**src/amd_pkg.sv**
```systemverilog
// Package: addressing-mode codes, prefix bytes, lengths and address limits
package amd_pkg;

	// ********************************
	// Addressing modes (17)
	// ********************************
	typedef enum logic [4:0] {
		AM_INHERENT      = 5'h00,
		AM_IMMEDIATE     = 5'h01,
		AM_DIR_SHORT     = 5'h02,
		AM_DIR_LONG      = 5'h03,
		AM_IDX_NOOFS     = 5'h04,
		AM_IDX_SHORT     = 5'h05,
		AM_IDX_LONG      = 5'h06,
		AM_IND_SHORT     = 5'h07,
		AM_IND_LONG      = 5'h08,
		AM_INDIDX_SHORT  = 5'h09,
		AM_INDIDX_LONG   = 5'h0A,
		AM_REL_DIR       = 5'h0B,
		AM_REL_IND       = 5'h0C,
		AM_BIT_DIR       = 5'h0D,
		AM_BIT_IND       = 5'h0E,
		AM_BITREL_DIR    = 5'h0F,
		AM_BITREL_IND    = 5'h10
	} mode_e;

	// ********************************
	// Main groups (7)
	// ********************************
	typedef enum logic [2:0] {
		GRP_INHERENT  = 3'h0,
		GRP_IMMEDIATE = 3'h1,
		GRP_DIRECT    = 3'h2,
		GRP_INDEXED   = 3'h3,
		GRP_INDIRECT  = 3'h4,
		GRP_RELATIVE  = 3'h5,
		GRP_BIT       = 3'h6
	} group_e;

	// Operand source as decoded from the opcode before prefix rewriting
	typedef enum logic [3:0] {
		SRC_INHERENT  = 4'h0,
		SRC_IMMEDIATE = 4'h1,
		SRC_DIR_SHORT = 4'h2,
		SRC_DIR_LONG  = 4'h3,
		SRC_IDX_NOOFS = 4'h4,
		SRC_IDX_SHORT = 4'h5,
		SRC_IDX_LONG  = 4'h6,
		SRC_REL       = 4'h7,
		SRC_BIT       = 4'h8,
		SRC_BITREL    = 4'h9,
		SRC_IND_LONGP = 4'hA
	} src_e;

	localparam logic [7:0] PREFIX_ALT_INDEX  = 8'h90;
	localparam logic [7:0] PREFIX_ALT_INDIR  = 8'h91;
	localparam logic [7:0] PREFIX_INDIRECT   = 8'h92;

	localparam logic [2:0] OPCODE_BYTES      = 3'h1;
	localparam logic [2:0] PREFIX_BYTES      = 3'h1;

	localparam logic [15:0] PAGE_ZERO_MASK   = 16'h00FF;
	localparam logic [15:0] BYTE_SIGN_EXT    = 16'hFF00;
	localparam int           SIGN_BIT        = 7;

endpackage

```
**src/addressing_mode_decoder.sv**
```systemverilog
// Addressing-mode decoder: mode, length and effective address for each instruction
// Functional notes
// RULE_01: Decode seventeen modes in seven groups
// RULE_02: Long modes reach whole 64K space
// RULE_03: Short modes confine address to page zero; short indexed forms here reach up to 1FEh
// RULE_04: Read-modify-write ops take short modes only
// RULE_05: Inherent instruction is exactly one byte
// RULE_06: Immediate: opcode then literal, two bytes
// RULE_07: No-offset index: X adds none, Y one
// RULE_08: Relative target from next-instruction counter
// RULE_09: Indexed address: index plus unsigned offset
// RULE_10: Relative adds signed eight-bit offset
// RULE_11: Three prefixes: alternate index or indirect
// RULE_12: Length is prefix, opcode plus operands
`timescale 1ns/10ps
module addressing_mode_decoder (
	input  wire logic        REF_CLK_I,
	input  wire logic        RST_I,
	input  wire logic        DEC_VALID_I,
	input  wire logic [7:0]  PREFIX_I,
	input  wire logic        PREFIX_VALID_I,
	input  wire logic [7:0]  OPCODE_I,
	input  wire amd_pkg::src_e SRC_I,
	input  wire logic        RMW_I,
	input  wire logic [15:0] OPERAND_I,
	input  wire logic [15:0] POINTER_I,
	input  wire logic [7:0]  INDEX_X_I,
	input  wire logic [7:0]  INDEX_Y_I,
	input  wire logic [15:0] PROGRAM_COUNTER_I,
	output logic             RESULT_VALID_O,
	output logic [4:0]       MODE_O,
	output logic [2:0]       GROUP_O,
	output logic [2:0]       LENGTH_O,
	output logic [1:0]       OPERAND_COUNT_O,
	output logic [15:0]      EFF_ADDR_O,
	output logic [15:0]      NEXT_PC_O,
	output logic [7:0]       IMMEDIATE_O,
	output logic             USES_ALT_INDEX_O,
	output logic             ILLEGAL_MODE_O
);

	// ****************************************
	// Helpers
	// ****************************************
	function automatic logic [15:0] sext8(input logic [7:0] b);
		sext8 = b[amd_pkg::SIGN_BIT] ? (amd_pkg::BYTE_SIGN_EXT | {8'h00, b}) : {8'h00, b};
	endfunction

	function automatic logic [15:0] zext8(input logic [7:0] b);
		zext8 = {8'h00, b};
	endfunction

	// ****************************************
	// Prefix and mode resolution
	// ****************************************
	amd_pkg::mode_e  mode;
	amd_pkg::group_e group;
	logic [1:0]      op_count;
	logic            is_long;
	logic            alt_index;
	logic            pfx_ind;
	logic            pfx_alt;
	logic            pfx_altind;
	logic            illegal;

	always_comb begin
		pfx_alt    = PREFIX_VALID_I && (PREFIX_I == amd_pkg::PREFIX_ALT_INDEX);  // see RULE_11
		pfx_altind = PREFIX_VALID_I && (PREFIX_I == amd_pkg::PREFIX_ALT_INDIR);  // see RULE_11
		pfx_ind    = (PREFIX_VALID_I && (PREFIX_I == amd_pkg::PREFIX_INDIRECT)) || pfx_altind;
		alt_index  = pfx_alt || pfx_altind;
		illegal    = 1'b0;
		mode       = amd_pkg::AM_INHERENT;
		case (SRC_I) // see RULE_01
			amd_pkg::SRC_INHERENT:  mode = amd_pkg::AM_INHERENT;
			amd_pkg::SRC_IMMEDIATE: mode = amd_pkg::AM_IMMEDIATE;
			amd_pkg::SRC_DIR_SHORT: mode = pfx_ind ? amd_pkg::AM_IND_SHORT : amd_pkg::AM_DIR_SHORT;
			amd_pkg::SRC_DIR_LONG:  mode = amd_pkg::AM_DIR_LONG;
			amd_pkg::SRC_IND_LONGP: mode = pfx_ind ? amd_pkg::AM_IND_LONG : amd_pkg::AM_DIR_LONG;
			amd_pkg::SRC_IDX_NOOFS: mode = amd_pkg::AM_IDX_NOOFS;
			amd_pkg::SRC_IDX_SHORT: mode = pfx_ind ? amd_pkg::AM_INDIDX_SHORT : amd_pkg::AM_IDX_SHORT;
			amd_pkg::SRC_IDX_LONG:  mode = pfx_ind ? amd_pkg::AM_INDIDX_LONG : amd_pkg::AM_IDX_LONG;
			amd_pkg::SRC_REL:       mode = pfx_ind ? amd_pkg::AM_REL_IND : amd_pkg::AM_REL_DIR;
			amd_pkg::SRC_BIT:       mode = pfx_ind ? amd_pkg::AM_BIT_IND : amd_pkg::AM_BIT_DIR;
			amd_pkg::SRC_BITREL:    mode = pfx_ind ? amd_pkg::AM_BITREL_IND : amd_pkg::AM_BITREL_DIR;
			default: begin
				mode    = amd_pkg::AM_INHERENT;
				illegal = 1'b1;
			end
		endcase
		// Alternate-index-indirect prefix is legal only on indexed-indirect forms; any other mode is flagged illegal
		if (pfx_altind && !(mode == amd_pkg::AM_INDIDX_SHORT || mode == amd_pkg::AM_INDIDX_LONG)) begin
			illegal = 1'b1;
		end
	end

	amd_operand_len u_len (
		.mode_i      (mode),
		.alt_index_i (alt_index),
		.count_o     (op_count),
		.group_o     (group),
		.long_o      (is_long)
	);

	// ****************************************
	// Effective address
	// ****************************************
	logic [15:0] index_val;
	logic [15:0] next_pc;
	logic [15:0] ea;
	logic [2:0]  length;

	always_comb begin
		index_val = alt_index ? zext8(INDEX_Y_I) : zext8(INDEX_X_I);
		length    = amd_pkg::OPCODE_BYTES + {1'b0, op_count}; // see RULE_12
		if (PREFIX_VALID_I) begin
			length = length + amd_pkg::PREFIX_BYTES;
		end
		// Counter points at this instruction; its length is added before the target forms
		next_pc = PROGRAM_COUNTER_I + {13'h0000, length}; // see RULE_08
		ea      = 16'h0000;
		case (mode)
			amd_pkg::AM_DIR_SHORT, amd_pkg::AM_BIT_DIR, amd_pkg::AM_BITREL_DIR:
				ea = OPERAND_I & amd_pkg::PAGE_ZERO_MASK; // see RULE_03
			amd_pkg::AM_DIR_LONG:
				ea = OPERAND_I; // see RULE_02
			amd_pkg::AM_IDX_NOOFS:
				ea = index_val; // see RULE_09
			amd_pkg::AM_IDX_SHORT:
				ea = index_val + zext8(OPERAND_I[7:0]); // see RULE_09
			amd_pkg::AM_IDX_LONG:
				ea = index_val + OPERAND_I; // see RULE_09
			amd_pkg::AM_IND_SHORT, amd_pkg::AM_BIT_IND, amd_pkg::AM_BITREL_IND:
				ea = POINTER_I & amd_pkg::PAGE_ZERO_MASK; // see RULE_03
			amd_pkg::AM_IND_LONG:
				ea = POINTER_I; // see RULE_02
			amd_pkg::AM_INDIDX_SHORT:
				ea = index_val + zext8(POINTER_I[7:0]);
			amd_pkg::AM_INDIDX_LONG:
				ea = index_val + POINTER_I;
			amd_pkg::AM_REL_DIR:
				ea = next_pc + sext8(OPERAND_I[7:0]); // see RULE_10
			amd_pkg::AM_REL_IND:
				ea = next_pc + sext8(POINTER_I[7:0]); // see RULE_10
			default:
				ea = 16'h0000;
		endcase
	end

	// ****************************************
	// Result registers
	// ****************************************
	logic        valid_d, valid_q;
	logic [4:0]  mode_d, mode_q;
	logic [2:0]  group_d, group_q;
	logic [2:0]  len_d, len_q;
	logic [1:0]  cnt_d, cnt_q;
	logic [15:0] ea_d, ea_q;
	logic [15:0] npc_d, npc_q;
	logic [7:0]  imm_d, imm_q;
	logic        alt_d, alt_q;
	logic        ill_d, ill_q;

	always_comb begin
		valid_d = DEC_VALID_I;
		mode_d  = mode_q;
		group_d = group_q;
		len_d   = len_q;
		cnt_d   = cnt_q;
		ea_d    = ea_q;
		npc_d   = npc_q;
		imm_d   = imm_q;
		alt_d   = alt_q;
		ill_d   = ill_q;
		if (DEC_VALID_I) begin
			mode_d  = mode;
			group_d = group;
			len_d   = length;
			cnt_d   = op_count;
			ea_d    = ea;
			npc_d   = next_pc;
			// Literal is the byte right after the opcode
			imm_d   = (mode == amd_pkg::AM_IMMEDIATE) ? OPERAND_I[7:0] : 8'h00; // see RULE_06
			alt_d   = alt_index;
			// Memory read-modify-write has no long form; checked here to keep mode decode loop-free
			ill_d   = illegal || (RMW_I && is_long); // see RULE_04
		end
	end

	always_ff @(posedge REF_CLK_I) begin
		if (RST_I) begin
			valid_q <= 1'b0;
			mode_q  <= 5'h00;
			group_q <= 3'h0;
			len_q   <= 3'h0;
			cnt_q   <= 2'h0;
			ea_q    <= 16'h0000;
			npc_q   <= 16'h0000;
			imm_q   <= 8'h00;
			alt_q   <= 1'b0;
			ill_q   <= 1'b0;
		end else begin
			valid_q <= valid_d;
			mode_q  <= mode_d;
			group_q <= group_d;
			len_q   <= len_d;
			cnt_q   <= cnt_d;
			ea_q    <= ea_d;
			npc_q   <= npc_d;
			imm_q   <= imm_d;
			alt_q   <= alt_d;
			ill_q   <= ill_d;
		end
	end

	assign RESULT_VALID_O   = valid_q;
	assign MODE_O           = mode_q;
	assign GROUP_O          = group_q;
	assign LENGTH_O         = len_q;
	assign OPERAND_COUNT_O  = cnt_q;
	assign EFF_ADDR_O       = ea_q;
	assign NEXT_PC_O        = npc_q;
	assign IMMEDIATE_O      = imm_q;
	assign USES_ALT_INDEX_O = alt_q;
	assign ILLEGAL_MODE_O   = ill_q;

endmodule

```
**src/amd_operand_len.sv**
```systemverilog
// Operand byte count per addressing mode
`timescale 1ns/10ps
module amd_operand_len (
	input  wire amd_pkg::mode_e mode_i,
	input  wire logic           alt_index_i,
	output logic [1:0]          count_o,
	output amd_pkg::group_e     group_o,
	output logic                long_o
);

	always_comb begin
		count_o = 2'h0;
		group_o = amd_pkg::GRP_INHERENT;
		long_o  = 1'b0;
		case (mode_i)
			amd_pkg::AM_INHERENT: begin
				count_o = 2'h0; // see RULE_05
				group_o = amd_pkg::GRP_INHERENT;
			end
			amd_pkg::AM_IMMEDIATE: begin
				count_o = 2'h1; // see RULE_06
				group_o = amd_pkg::GRP_IMMEDIATE;
			end
			amd_pkg::AM_DIR_SHORT: begin
				count_o = 2'h1;
				group_o = amd_pkg::GRP_DIRECT;
			end
			amd_pkg::AM_DIR_LONG: begin
				count_o = 2'h2; // see RULE_02
				group_o = amd_pkg::GRP_DIRECT;
				long_o  = 1'b1;
			end
			amd_pkg::AM_IDX_NOOFS: begin
				count_o = alt_index_i ? 2'h1 : 2'h0; // see RULE_07
				group_o = amd_pkg::GRP_INDEXED;
			end
			amd_pkg::AM_IDX_SHORT: begin
				count_o = 2'h1;
				group_o = amd_pkg::GRP_INDEXED;
			end
			amd_pkg::AM_IDX_LONG: begin
				count_o = 2'h2;
				group_o = amd_pkg::GRP_INDEXED;
				long_o  = 1'b1;
			end
			amd_pkg::AM_IND_SHORT, amd_pkg::AM_INDIDX_SHORT: begin
				count_o = 2'h2;
				group_o = amd_pkg::GRP_INDIRECT;
			end
			amd_pkg::AM_IND_LONG, amd_pkg::AM_INDIDX_LONG: begin
				count_o = 2'h2;
				group_o = amd_pkg::GRP_INDIRECT;
				long_o  = 1'b1;
			end
			amd_pkg::AM_REL_DIR: begin
				count_o = 2'h1;
				group_o = amd_pkg::GRP_RELATIVE;
			end
			amd_pkg::AM_REL_IND: begin
				count_o = 2'h2;
				group_o = amd_pkg::GRP_RELATIVE;
			end
			amd_pkg::AM_BIT_DIR: begin
				count_o = 2'h1;
				group_o = amd_pkg::GRP_BIT;
			end
			amd_pkg::AM_BIT_IND, amd_pkg::AM_BITREL_DIR: begin
				count_o = 2'h2;
				group_o = amd_pkg::GRP_BIT;
			end
			amd_pkg::AM_BITREL_IND: begin
				count_o = 2'h3;
				group_o = amd_pkg::GRP_BIT;
			end
			default: begin
				count_o = 2'h0;
				group_o = amd_pkg::GRP_INHERENT;
			end
		endcase
	end

endmodule

```
**config.mk**
```make
export PLATFORM = sky130hd
export DESIGN_NAME = addressing_mode_decoder
export DESIGN_NICKNAME = d
export VERILOG_FILES = /design/src/amd_pkg.sv /design/src/addressing_mode_decoder.sv /design/src/amd_operand_len.sv
export SDC_FILE = /design/constraint.sdc
export NUM_CORES = 1
export LEC_CHECK = 0
export BUFFER_PORTS_ARGS = -buffer_cell sky130_fd_sc_hd__buf_2
export CORE_MARGIN = 2
export CORE_UTILIZATION = 49
export DETAILED_ROUTE_END_ITERATION = 8
export PLACE_DENSITY_LB_ADDON = 0.3
export SYNTH_ARGS = -nofsm -noshare
export SYNTH_HDL_FRONTEND = slang
export SYNTH_SLANG_ARGS = --single-unit
```
**constraint.sdc**
```tcl
create_clock -name REF_CLK_I -period 5.1 [get_ports REF_CLK_I]
set_clock_uncertainty 0.05 [all_clocks]
set_input_delay 0.255 -clock REF_CLK_I [delete_from_list [all_inputs] [get_ports REF_CLK_I]]
set_output_delay 0.255 -clock REF_CLK_I [all_outputs]
set_load 0.03 [all_outputs]
```
==> results of run 1 <==
[power by group]
part / internal, mW / total [mW] / leakage [nW] / switching, mW
logic: 0.267 / 0.621 / 2.50 / 0.354
registers: 0.460 / 0.472 / 0.459 / 0.0117
clock network: 0.0984 / 0.259 / 0.0414 / 0.160
total: 0.825 / 1.35 / 3.00 / 0.526
[worst paths after layout]
kind | from | endpoint
worst max register to register | EFF_ADDR_O[7] | EFF_ADDR_O[7]
worst min-delay path | OPERAND_I[2] | IMMEDIATE_O[2]
worst min register to register | EFF_ADDR_O[1] | EFF_ADDR_O[1]
worst max-delay path | PREFIX_I[6] | EFF_ADDR_O[15]
[routing by layer]
metal | vias up | global-route usage, %
li1 | 2842 | -
met1 | 2792 | 38.34
met2 | 257 | 52.22
met3 | 46 | 4.134
met4 | 0 | 12.80
met5 | - | 0
[metrics by stage]
step	util (%)	TNS [ps]	cells
6_report	64.36	0	991
5_1_grt	64.36	0	991
4_1_cts	63.40	0	989
3_5_place_dp	62.21	-2338	980
3_3_place_gp	62.21	-496.0	980
2_1_floorplan	-	0	674
[worst max-delay path, delay by kind of cell]
| family | cells | cell delay, ps |
|---|---|---|
| AND/OR/NAND/NOR | 9 | 2150 |
| XOR/XNOR | 2 | 330 |
| buffers and inverters | 2 | 190 |
| adder cells (fa/ha/maj) | 3 | 940 |
| AO/OA/AOI/OAI | 6 | 1210 |
[final cells by class]
| type | count | area (um2) |
|---|---|---|
| flip-flops and latches | 56 | 1121 |
| inverters | 14 | 52.55 |
| multi-input cells | 571 | 4005 |
| clock buffers | 6 | 72.57 |
| fillers | 965 | 3680 |
| clock inverters | 2 | 16.27 |
| well taps | 136 | 170.2 |
| repair buffers | 206 | 1206 |
[logic make-up after synthesis]
| group | count (synthesis) |
|---|---|
| flops | 56 |
| xor+xnor | 44 |
| mux | 41 |
| buf+inv | 47 |
| fa+ha+maj | 39 |
| compound gates | 189 |
| simple gates | 258 |
[what timing repair did]
action                     CTS  global route
buffers inserted             1             2
setup endpoints to repair    2             8
gates resized for setup      6            15
pin swaps                    3             7
[sequential cells by signal, summed over array words and instances, names as in the netlist]
register	cells
IMMEDIATE_O	8
RESULT_VALID_O	1
LENGTH_O	3
EFF_ADDR_O	16
OPERAND_COUNT_O	2
NEXT_PC_O	16
ILLEGAL_MODE_O	1
GROUP_O	3
USES_ALT_INDEX_O	1
MODE_O	5
[cells in the final DEF, fill, tap and decap left out, types with 8 or more instances in the layout]
cell type  count
buf_2        136
nor2_1        86
buf_4         70
nand2_1       68
dfxtp_1       56
a21oi_1       39
ha_1          34
o21ai_0       30
mux2_2        27
xnor2_1       25
nor3_1        23
nand3_1       19
nor2b_1       17
a211oi_1      16
xor2_1        15
a21o_1        15
mux2i_1       14
a22oi_1       14
inv_1         13
nand2b_1       8
==> impl_metrics.tcl, run 1 <==
set metrics [dict create \
    rsz0062_at_grt "false" \
    synth_edf_count 0 \
    start_util_pct 50.48 \
    timing.hold.ws_ps 187.6 \
    synth_area_leaders "dfxtp_1 22%, ha_1 8.4%, nor2_1 6.3%" \
    wl_met1_um 7384 \
    yosysUniqueCellTypes 67 \
    grtUsageTotal_pct 30.53 \
    ant_nets 0 \
    placementRows 37 \
    ctsHtreeMaxLevel 2 \
    drive_above_1_share_pct 32.16 \
    vdd_ir_drop_max_v 0.0001289 \
    yosys_register_bits 56 \
    synth_commonest_cells "87 x nor2_1, 68 x nand2_1, 56 x dfxtp_1, 39 x a21oi_1, 35 x ha_1" \
    ys_seq_area_share_pct 21.51 \
    hold_buffers 0 \
    setup_viol 0 \
    antennaDiodeCount 0 \
    hold_viol 0 \
    io_buffers 136 \
    die_w_um 107.1 \
    clkTransAtPathRegs_ps 110 \
    path_cells "buf_2, nand4b_1, or3_4, and3_4, o21ai_2, o31ai_4, ha_1, o21ai_2, inv_1, ha_1, nand3_1, and2_1, or2_2, nor2_4, xnor2_2, ha_1, and3_1, and3_1, a2111o_1, a31oi_1, xor2_1, o21ai_1" \
    synthMuxAreaShare_pct 8.523 \
    netlist.area_leader.share_pct 21.51 \
    vias 5937 \
    critPathCaptureType "register" \
    report.power.total_mw 1.352 \
    final_max_slew_viol_count 0 \
    drt_iter0_markers 478 \
    yosys.area_share.simple_pct 23.36 \
    synth.net_count 802 \
    yosysTopAreaCell "dfxtp_1" \
    path_class "primary input to register" \
    synth_adder_area_share_pct 9.940 \
    drt_pass1_iterations 5 \
    drt_wl_total_um 17880 \
    hpwl_um 13900 \
    grt_max_degree 47 \
    clkSinkCount 56 \
    synth_compound_area_share_pct 25.33 \
    grt_pass1_vias 5682 \
    powerDensity_mw_per_mm2 203.5 \
    cp_data_required_time_ps 5270 \
    io_pins 145 \
    critical_path.slowest_cell "or3_4" \
    syn-cell-area_mm2 0.005211 \
    dr_wl_met3_um 1253 \
    post-route-min-period_ps 4922 \
    die-area_mm2 0.01148 \
    period_share_pct 96.51 \
    gp_congestion 0.9830 \
    antenna_found_initial 0 \
    design.core.area_mm2 0.01032 \
    clk_latency_ps 320 \
    worstPathMaxFanout 5 \
    status "complete, no violations" \
    synth_xor_area_share_pct 7.395 \
    r2r_slack_ps 3740 \
    route.detailed.drc 0 \
    maxCapViolations 0 \
    synth_async_sr_flop_share_pct 0 \
    cts_tree "yes" \
    post_drt_wl_per_cell_um 18.04 \
    fmax_mhz 203.2 \
    critPathMaxStageDelay_ps 490 \
    syn_avg_cell_area_um2 7.732 \
    cts_buffers 5 \
    place_area_mm2 0.006422 \
    synth_ff_type "dfxtp_1" \
    timing.slew.headroom_pct 23.90 \
    grt_pass1_wl_um 27990 \
    clockBufferDepth 2 \
    stdcell_area_mm2 0.006644 \
    reg2reg_depth 5 \
    synth_top_family_by_area "compound AO/OA/AOI/OAI gates" \
    critPathMostFrequentCell "ha_1" \
    yosysWarnings 0 \
    setup_ws_ps 177.9 \
    startpoint_type "primary input" \
    dr.max_layer_used "met4" \
    viasPerCell 5.991 \
    worst_pin_slew_ps 1139 \
    yosysMostFrequentCell "nor2_1" \
    syn2layout_area_growth_pct 27.49 \
    final_nets 982 \
    place_ws_ps -424.0 \
    die_h_um 107.1 \
    cts_root_buffer "clkbuf_8" \
    gr-total-overflow 0 \
    wl_met2_um 8556 \
    cp_data_arrival_time_ps 5100 \
    syn_inst 674 \
    min_path_type "primary input to register" \
    worstHoldPathCells 3 \
    leakage_nw 3.000 \
]
No activity file was read; power rests on OpenSTA's default activity.
==> run 2, diff against run 1 <==
==> constraint.sdc (replaced) <==
create_clock -name REF_CLK_I -period 5.1 [get_ports REF_CLK_I]
set_clock_uncertainty 0.05 [all_clocks]
set_input_delay 0.51 -clock REF_CLK_I [delete_from_list [all_inputs] [get_ports REF_CLK_I]]
set_output_delay 0.51 -clock REF_CLK_I [all_outputs]
set_load 0.03 [all_outputs]
==> run 2 against run 1 <==
The run now ends with setup timing left. First-iteration DRC count grew 4.0%. Final cell count grew 1.9%. Clock power rose by 6%. Register-to-register slack barely moved. Combinational power is 8.4% higher. Critical path depth up 2. Sequential power hardly changed. Global-route usage increased by 1.0 points. Critical path type unchanged. Largest cell class unchanged. Largest power group unchanged.
==> impl_metrics.tcl, run 2 (synthesis results as in run 1) <==
set metrics [dict create \
    post-route-min-period_ps 5149 \
    p_sw_uw 558.4 \
    hold_viol 0 \
    worst_pin_slew_ps 1182 \
    maxCapViolations 0 \
    grt_pass1_wl_um 28990 \
    clkTransAtPathRegs_ps 120 \
    switching_share_pct 39.34 \
    viasPerCell 5.997 \
    setup_viol 1 \
    r2r_slack_ps 3740 \
    antenna_found_initial 0 \
    syn2layout_area_growth_pct 32.65 \
    route.detailed.drc 0 \
    cts_tree "yes" \
    hpwl_um 13900 \
    grt_max_degree 47 \
    startpoint "PREFIX_I[3]" \
    worstPathMaxFanout 4 \
    powerDensity_mw_per_mm2 205.3 \
    fmax_mhz 194.2 \
    cts_buffers 5 \
    clockBufferDepth 2 \
    layout_common_cells "136 x buf_2, 88 x buf_4, 86 x nor2_1" \
    clk_latency_ps 330 \
    cp_data_arrival_time_ps 5310 \
    vias 6057 \
    cp_data_required_time_ps 5260 \
    drt_pass1_iterations 5 \
    rsz0062_at_grt "true" \
    final_max_slew_viol_count 0 \
    drt_wl_total_um 18280 \
    die_h_um 107.1 \
    antennaDiodeCount 0 \
    p_comb_share_pct 47.4 \
    leakage_nw 3.125 \
    gp_congestion 0.9255 \
    clkSinkCount 56 \
    violations "setup timing" \
    reg2reg_depth 5 \
    start_util_pct 50.48 \
    final_nets 1001 \
    hold_buffers 0 \
    final_common_cell "buf_2" \
    seqPwrFrac_pct 33.3 \
    setup_ws_ps -48.64 \
    drive_above_1_share_pct 35.24 \
    seq_area_mm2 0.001121 \
    io_pins 145 \
    utilization_pct 66.96 \
    io_buffers 136 \
    period_share_pct 101.0 \
    cts_root_buffer "clkbuf_8" \
    grt_pass1_vias 5858 \
    p_int_uw 861.0 \
    fill_cells 890 \
    hold_start "EFF_ADDR_O[1]" \
    timing.hold.ws_ps 412.0 \
    status "complete, but fails checks" \
    die-area_mm2 0.01148 \
    grtUsageTotal_pct 31.56 \
    min_path_type "register to register" \
    ant_nets 0 \
    drt_iter0_markers 497 \
    post_drt_wl_per_cell_um 18.10 \
    gr-total-overflow 0 \
    multi_input_area_mm2 0.004116 \
    die_w_um 107.1 \
    r2r-end "EFF_ADDR_O[7]" \
    report.power.total_mw 1.419 \
    crit-reg2reg-launch "EFF_ADDR_O[7]" \
    pwr-share-clk_pct 19.3 \
    timing.slew.headroom_pct 21.06 \
    startpoint_type "primary input" \
    ctsHtreeMaxLevel 2 \
    critPathCaptureType "register" \
    crit_end "EFF_ADDR_O[15]" \
    design.core.area_mm2 0.01032 \
    placementRows 37 \
    path_class "primary input to register" \
    vdd_ir_drop_max_v 0.0001284 \
]
## run 2: cell types whose count changed in the layout (fill, tap and decap cells not counted), sizes merged
cell      before  now
clkinv         2    3
inv           13   14
clkinvlp       1    0
buf          206  225
clkbuf         6    5
## run 2: final cells by class
cell class | count | share of cell area, %
sequential | 56 | 16.22
clock inverter | 3 | 0.3258
clock buffer | 5 | 0.9955
timing repair buffer | 225 | 19.69
inverter | 14 | 0.7602
tap | 136 | 2.462
multi-input combinational | 571 | 59.55
## run 2: stage by stage
stage / TNS [ps] / cells / cell area (um2) / setup WS, ps
after floorplan: 0 / 674 / 5244 / 15.09
after global placement: -1639 / 991 / 6531 / -339.5
after detailed placement: -2748 / 991 / 6531 / -456.9
after CTS: 0 / 1005 / 6790 / 39.16
after global routing: -568.6 / 1010 / 6913 / -223.5
final: -48.64 / 1010 / 6913 / -48.64
## run 2: what timing repair did
item	in CTS	in global routing
endpoints found under the setup margin	3	8
resized for setup	19	13
endpoints found under the hold margin	0	0
buffers inserted	7	6
pin swaps	14	15
## run 2: layer usage
layer | routed length (um) | global-route usage, %
met5 | 0 | 0
met4 | 710 | 14.75
met3 | 1151 | 4.559
met2 | 8660 | 52.89
met1 | 7754 | 39.79
## run 2: how the worst min path moves through the flow
stage	endpoint	slack [ps]	cells past startpoint
6_report	EFF_ADDR_O[1]	410	1
5_1_grt	MODE_O[4]	440	2
4_1_cts	EFF_ADDR_O[1]	410	1
3_5_place_dp	EFF_ADDR_O[1]	380	1
3_3_place_gp	EFF_ADDR_O[1]	380	1
2_1_floorplan	EFF_ADDR_O[2]	540	2
## run 2: critical path, cell delays in order
cell      delay, ps
buf_2           100
or3_4           400
or3_4           370
and3_4          210
o21ai_4         170
o31ai_4         100
buf_12          150
ha_4            210
o21ai_4         200
inv_2            60
ha_1            270
nand3_1          80
and2_4          150
or2_2           310
nor2_2          120
xnor2_1         160
ha_1            300
buf_4           160
a211oi_2        230
o21bai_2        140
a2111o_1        300
a31oi_1         160
xor2_1          320
o21ai_1         110
## run 2: power by group through the flow
stage / logic, mW / clock network [mW] / registers (mW)
after global placement: 0.605 / 0 / 0.481
after floorplan: 0.331 / 0 / 0.527
final: 0.673 / 0.274 / 0.472
after CTS: 0.648 / 0.277 / 0.472
after global routing: 0.729 / 0.294 / 0.475
after detailed placement: 0.619 / 0 / 0.482
==> run 3, diff against run 2 <==
--- a/config.mk
+++ b/config.mk
@@ -8,5 +8,6 @@
 export BUFFER_PORTS_ARGS = -buffer_cell sky130_fd_sc_hd__buf_2
 export CORE_MARGIN = 2
-export CORE_UTILIZATION = 49
+export CORE_UTILIZATION = 50
+export CTS_BUF_LIST = sky130_fd_sc_hd__clkbuf_8
 export DETAILED_ROUTE_END_ITERATION = 8
 export PLACE_DENSITY_LB_ADDON = 0.3
==> constraint.sdc (replaced) <==
create_clock -name REF_CLK_I -period 5.1 [get_ports REF_CLK_I]
set_clock_uncertainty 0.05 [all_clocks]
set_input_delay 0 -clock REF_CLK_I [delete_from_list [all_inputs] [get_ports REF_CLK_I]]
set_output_delay 0 -clock REF_CLK_I [all_outputs]
set_load 0.03 [all_outputs]
==> run 3 against run 2 <==
The flow now finishes without violations. Combinational power shrank 12%. Worst setup slack gained 370 ps. Total power shrank 6.6%. Largest power group unchanged. Count of clock-buffer cells in the layout is the same. First-iteration DRC count shrank 11%. Via count shrank 2.4%. Highest routed layer unchanged. Final cell count shrank 3.3%.
==> impl_metrics.tcl, run 3 (synthesis results as in run 1) <==
set metrics [dict create \
    status "complete, no violations" \
    grtUsageMet3_pct 3.311 \
    route.detailed.drc 0 \
    p_comb_share_pct 44.7 \
    clkTransAtPathRegs_ps 100 \
    antenna_found_initial 0 \
    die_w_um 106.1 \
    min_path_type "primary input to register" \
    ctsHtreeMaxLevel 2 \
    hold_viol 0 \
    vdd_ir_drop_max_v 0.0001266 \
    start_util_pct 50.94 \
    path_class "primary input to register" \
    clkSinkCount 56 \
    period_share_pct 93.74 \
    viasPerCell 6.050 \
    final_common_cell "buf_2" \
    timing.hold.ws_ps 6.212 \
    utilization_pct 63.54 \
    grt.busiest_layer "met2" \
    grt_pass1_wl_um 28170 \
    rsz0062_at_grt "false" \
    p_int_uw 802.6 \
    gp_congestion 0.9394 \
    ant_nets 0 \
    cts_root_buffer "clkbuf_8" \
    place_area_mm2 0.006242 \
    post-route-min-period_ps 4781 \
    cts_tree "yes" \
    timing.slew.headroom_pct 22.47 \
    stdcell_area_mm2 0.006501 \
    grt_max_degree 47 \
    antennaDiodeCount 0 \
    cp_data_arrival_time_ps 4950 \
    final_nets 968 \
    die-area_mm2 0.01126 \
    setup_viol 0 \
    grtUsageTotal_pct 31.46 \
    report.power.total_mw 1.326 \
    placementRows 37 \
    design.core.area_mm2 0.01023 \
    switching_share_pct 39.47 \
    p_sw_uw 523.4 \
    post_drt_wl_per_cell_um 18.13 \
    clk_latency_ps 330 \
    worstPathMaxFanout 4 \
    drt_iter0_markers 444 \
    grt_pass1_vias 5650 \
    maxCapViolations 0 \
    io_buffers 136 \
    syn2layout_area_growth_pct 24.75 \
    worst_pin_slew_ps 1159 \
    vias 5911 \
    grt_use_met1_pct 39.03 \
    leakage_nw 2.904 \
    gr-total-overflow 0 \
    clockBufferDepth 2 \
    powerDensity_mw_per_mm2 204.0 \
    cp_data_required_time_ps 5270 \
    critPathCaptureType "register" \
    drt_pass1_iterations 8 \
    use_met2_pct 55.16 \
    cts_setup_buffers 0 \
    fill_cells 948 \
    pwr-share-clk_pct 19.8 \
    startpoint_type "primary input" \
    drt_wl_total_um 17720 \
    final_max_slew_viol_count 0 \
    layout_common_cells "136 x buf_2, 86 x nor2_1, 68 x nand2_1" \
    io_pins 145 \
    cts_buffers 5 \
    hpwl_um 13650 \
    fmax_mhz 209.2 \
    drive_above_1_share_pct 28.18 \
    die_h_um 106.1 \
    seqPwrFrac_pct 35.6 \
]
-- run 3: layer usage --
metal	part of all wire (%)	vias up
li1	-	2811
met1	41	2760
met2	49	286
met3	6.9	54
met4	3.5	0
met5	0	-
-- run 3: repair_timing --
item	4_1_cts	5_1_grt
hold buffers	13	0
gates resized for setup	0	9
setup endpoints to repair	0	8
hold endpoints to repair	13	0
-- run 3: power groups by stage --
stage               logic [mW]  clock network, mW  registers [mW]
detailed placement       0.566                  0           0.482
finish                   0.592              0.262           0.472
floorplan                0.326                  0           0.527
global placement         0.554                  0           0.481
CTS                      0.577              0.266           0.472
global route             0.644              0.287           0.475
-- run 3: through the flow --
stage,std cells,TNS (ps),setup WS (ps)
2_1_floorplan,674,0,202.0
3_3_place_gp,956,0,15.66
3_5_place_dp,956,-717.9,-200.0
4_1_cts,977,0,130.0
5_1_grt,977,0,20.62
6_report,977,0,319.3
-- run 3: area by class of cell --
type / instances / area (um2) / share of cell area, %
clock buffer: 5 / 68.82 / 1.059
multi-input combinational: 571 / 3935 / 60.53
tap: 136 / 170.2 / 2.617
timing repair buffer: 192 / 1134 / 17.44
clock inverter: 3 / 20.02 / 0.3079
sequential: 56 / 1121 / 17.24
inverter: 14 / 52.55 / 0.8083
-- run 3: critical path: stages --
cell and delay, ps:
buf_2 90, or3_4 400, or3_1 420, and3_1 220
o21ai_1 140, o31ai_1 120, ha_1 320, o21ai_1 290
inv_1 130, ha_1 300, nand3_1 80, and2_1 160
or2_2 310, nor2_1 130, xnor2_1 150, ha_1 300
and3_1 210, and3_1 190, buf_4 140, a2111o_1 400
a31oi_1 200, xor2_1 150, o21ai_1 80
-- run 3: path summary, 6_finish.rpt --
| check | start | end | slack, ps | depth (start not counted) |
|---|---|---|---|---|
| max reg2reg | EFF_ADDR_O[7] | EFF_ADDR_O[7] | 3650 | 5 |
| max | PREFIX_I[3] | EFF_ADDR_O[15] | 320 | 23 |
| min reg2reg | EFF_ADDR_O[0] | EFF_ADDR_O[0] | 410 | 1 |
| min | PROGRAM_COUNTER_I[11] | NEXT_PC_O[11] | 6 | 4 |
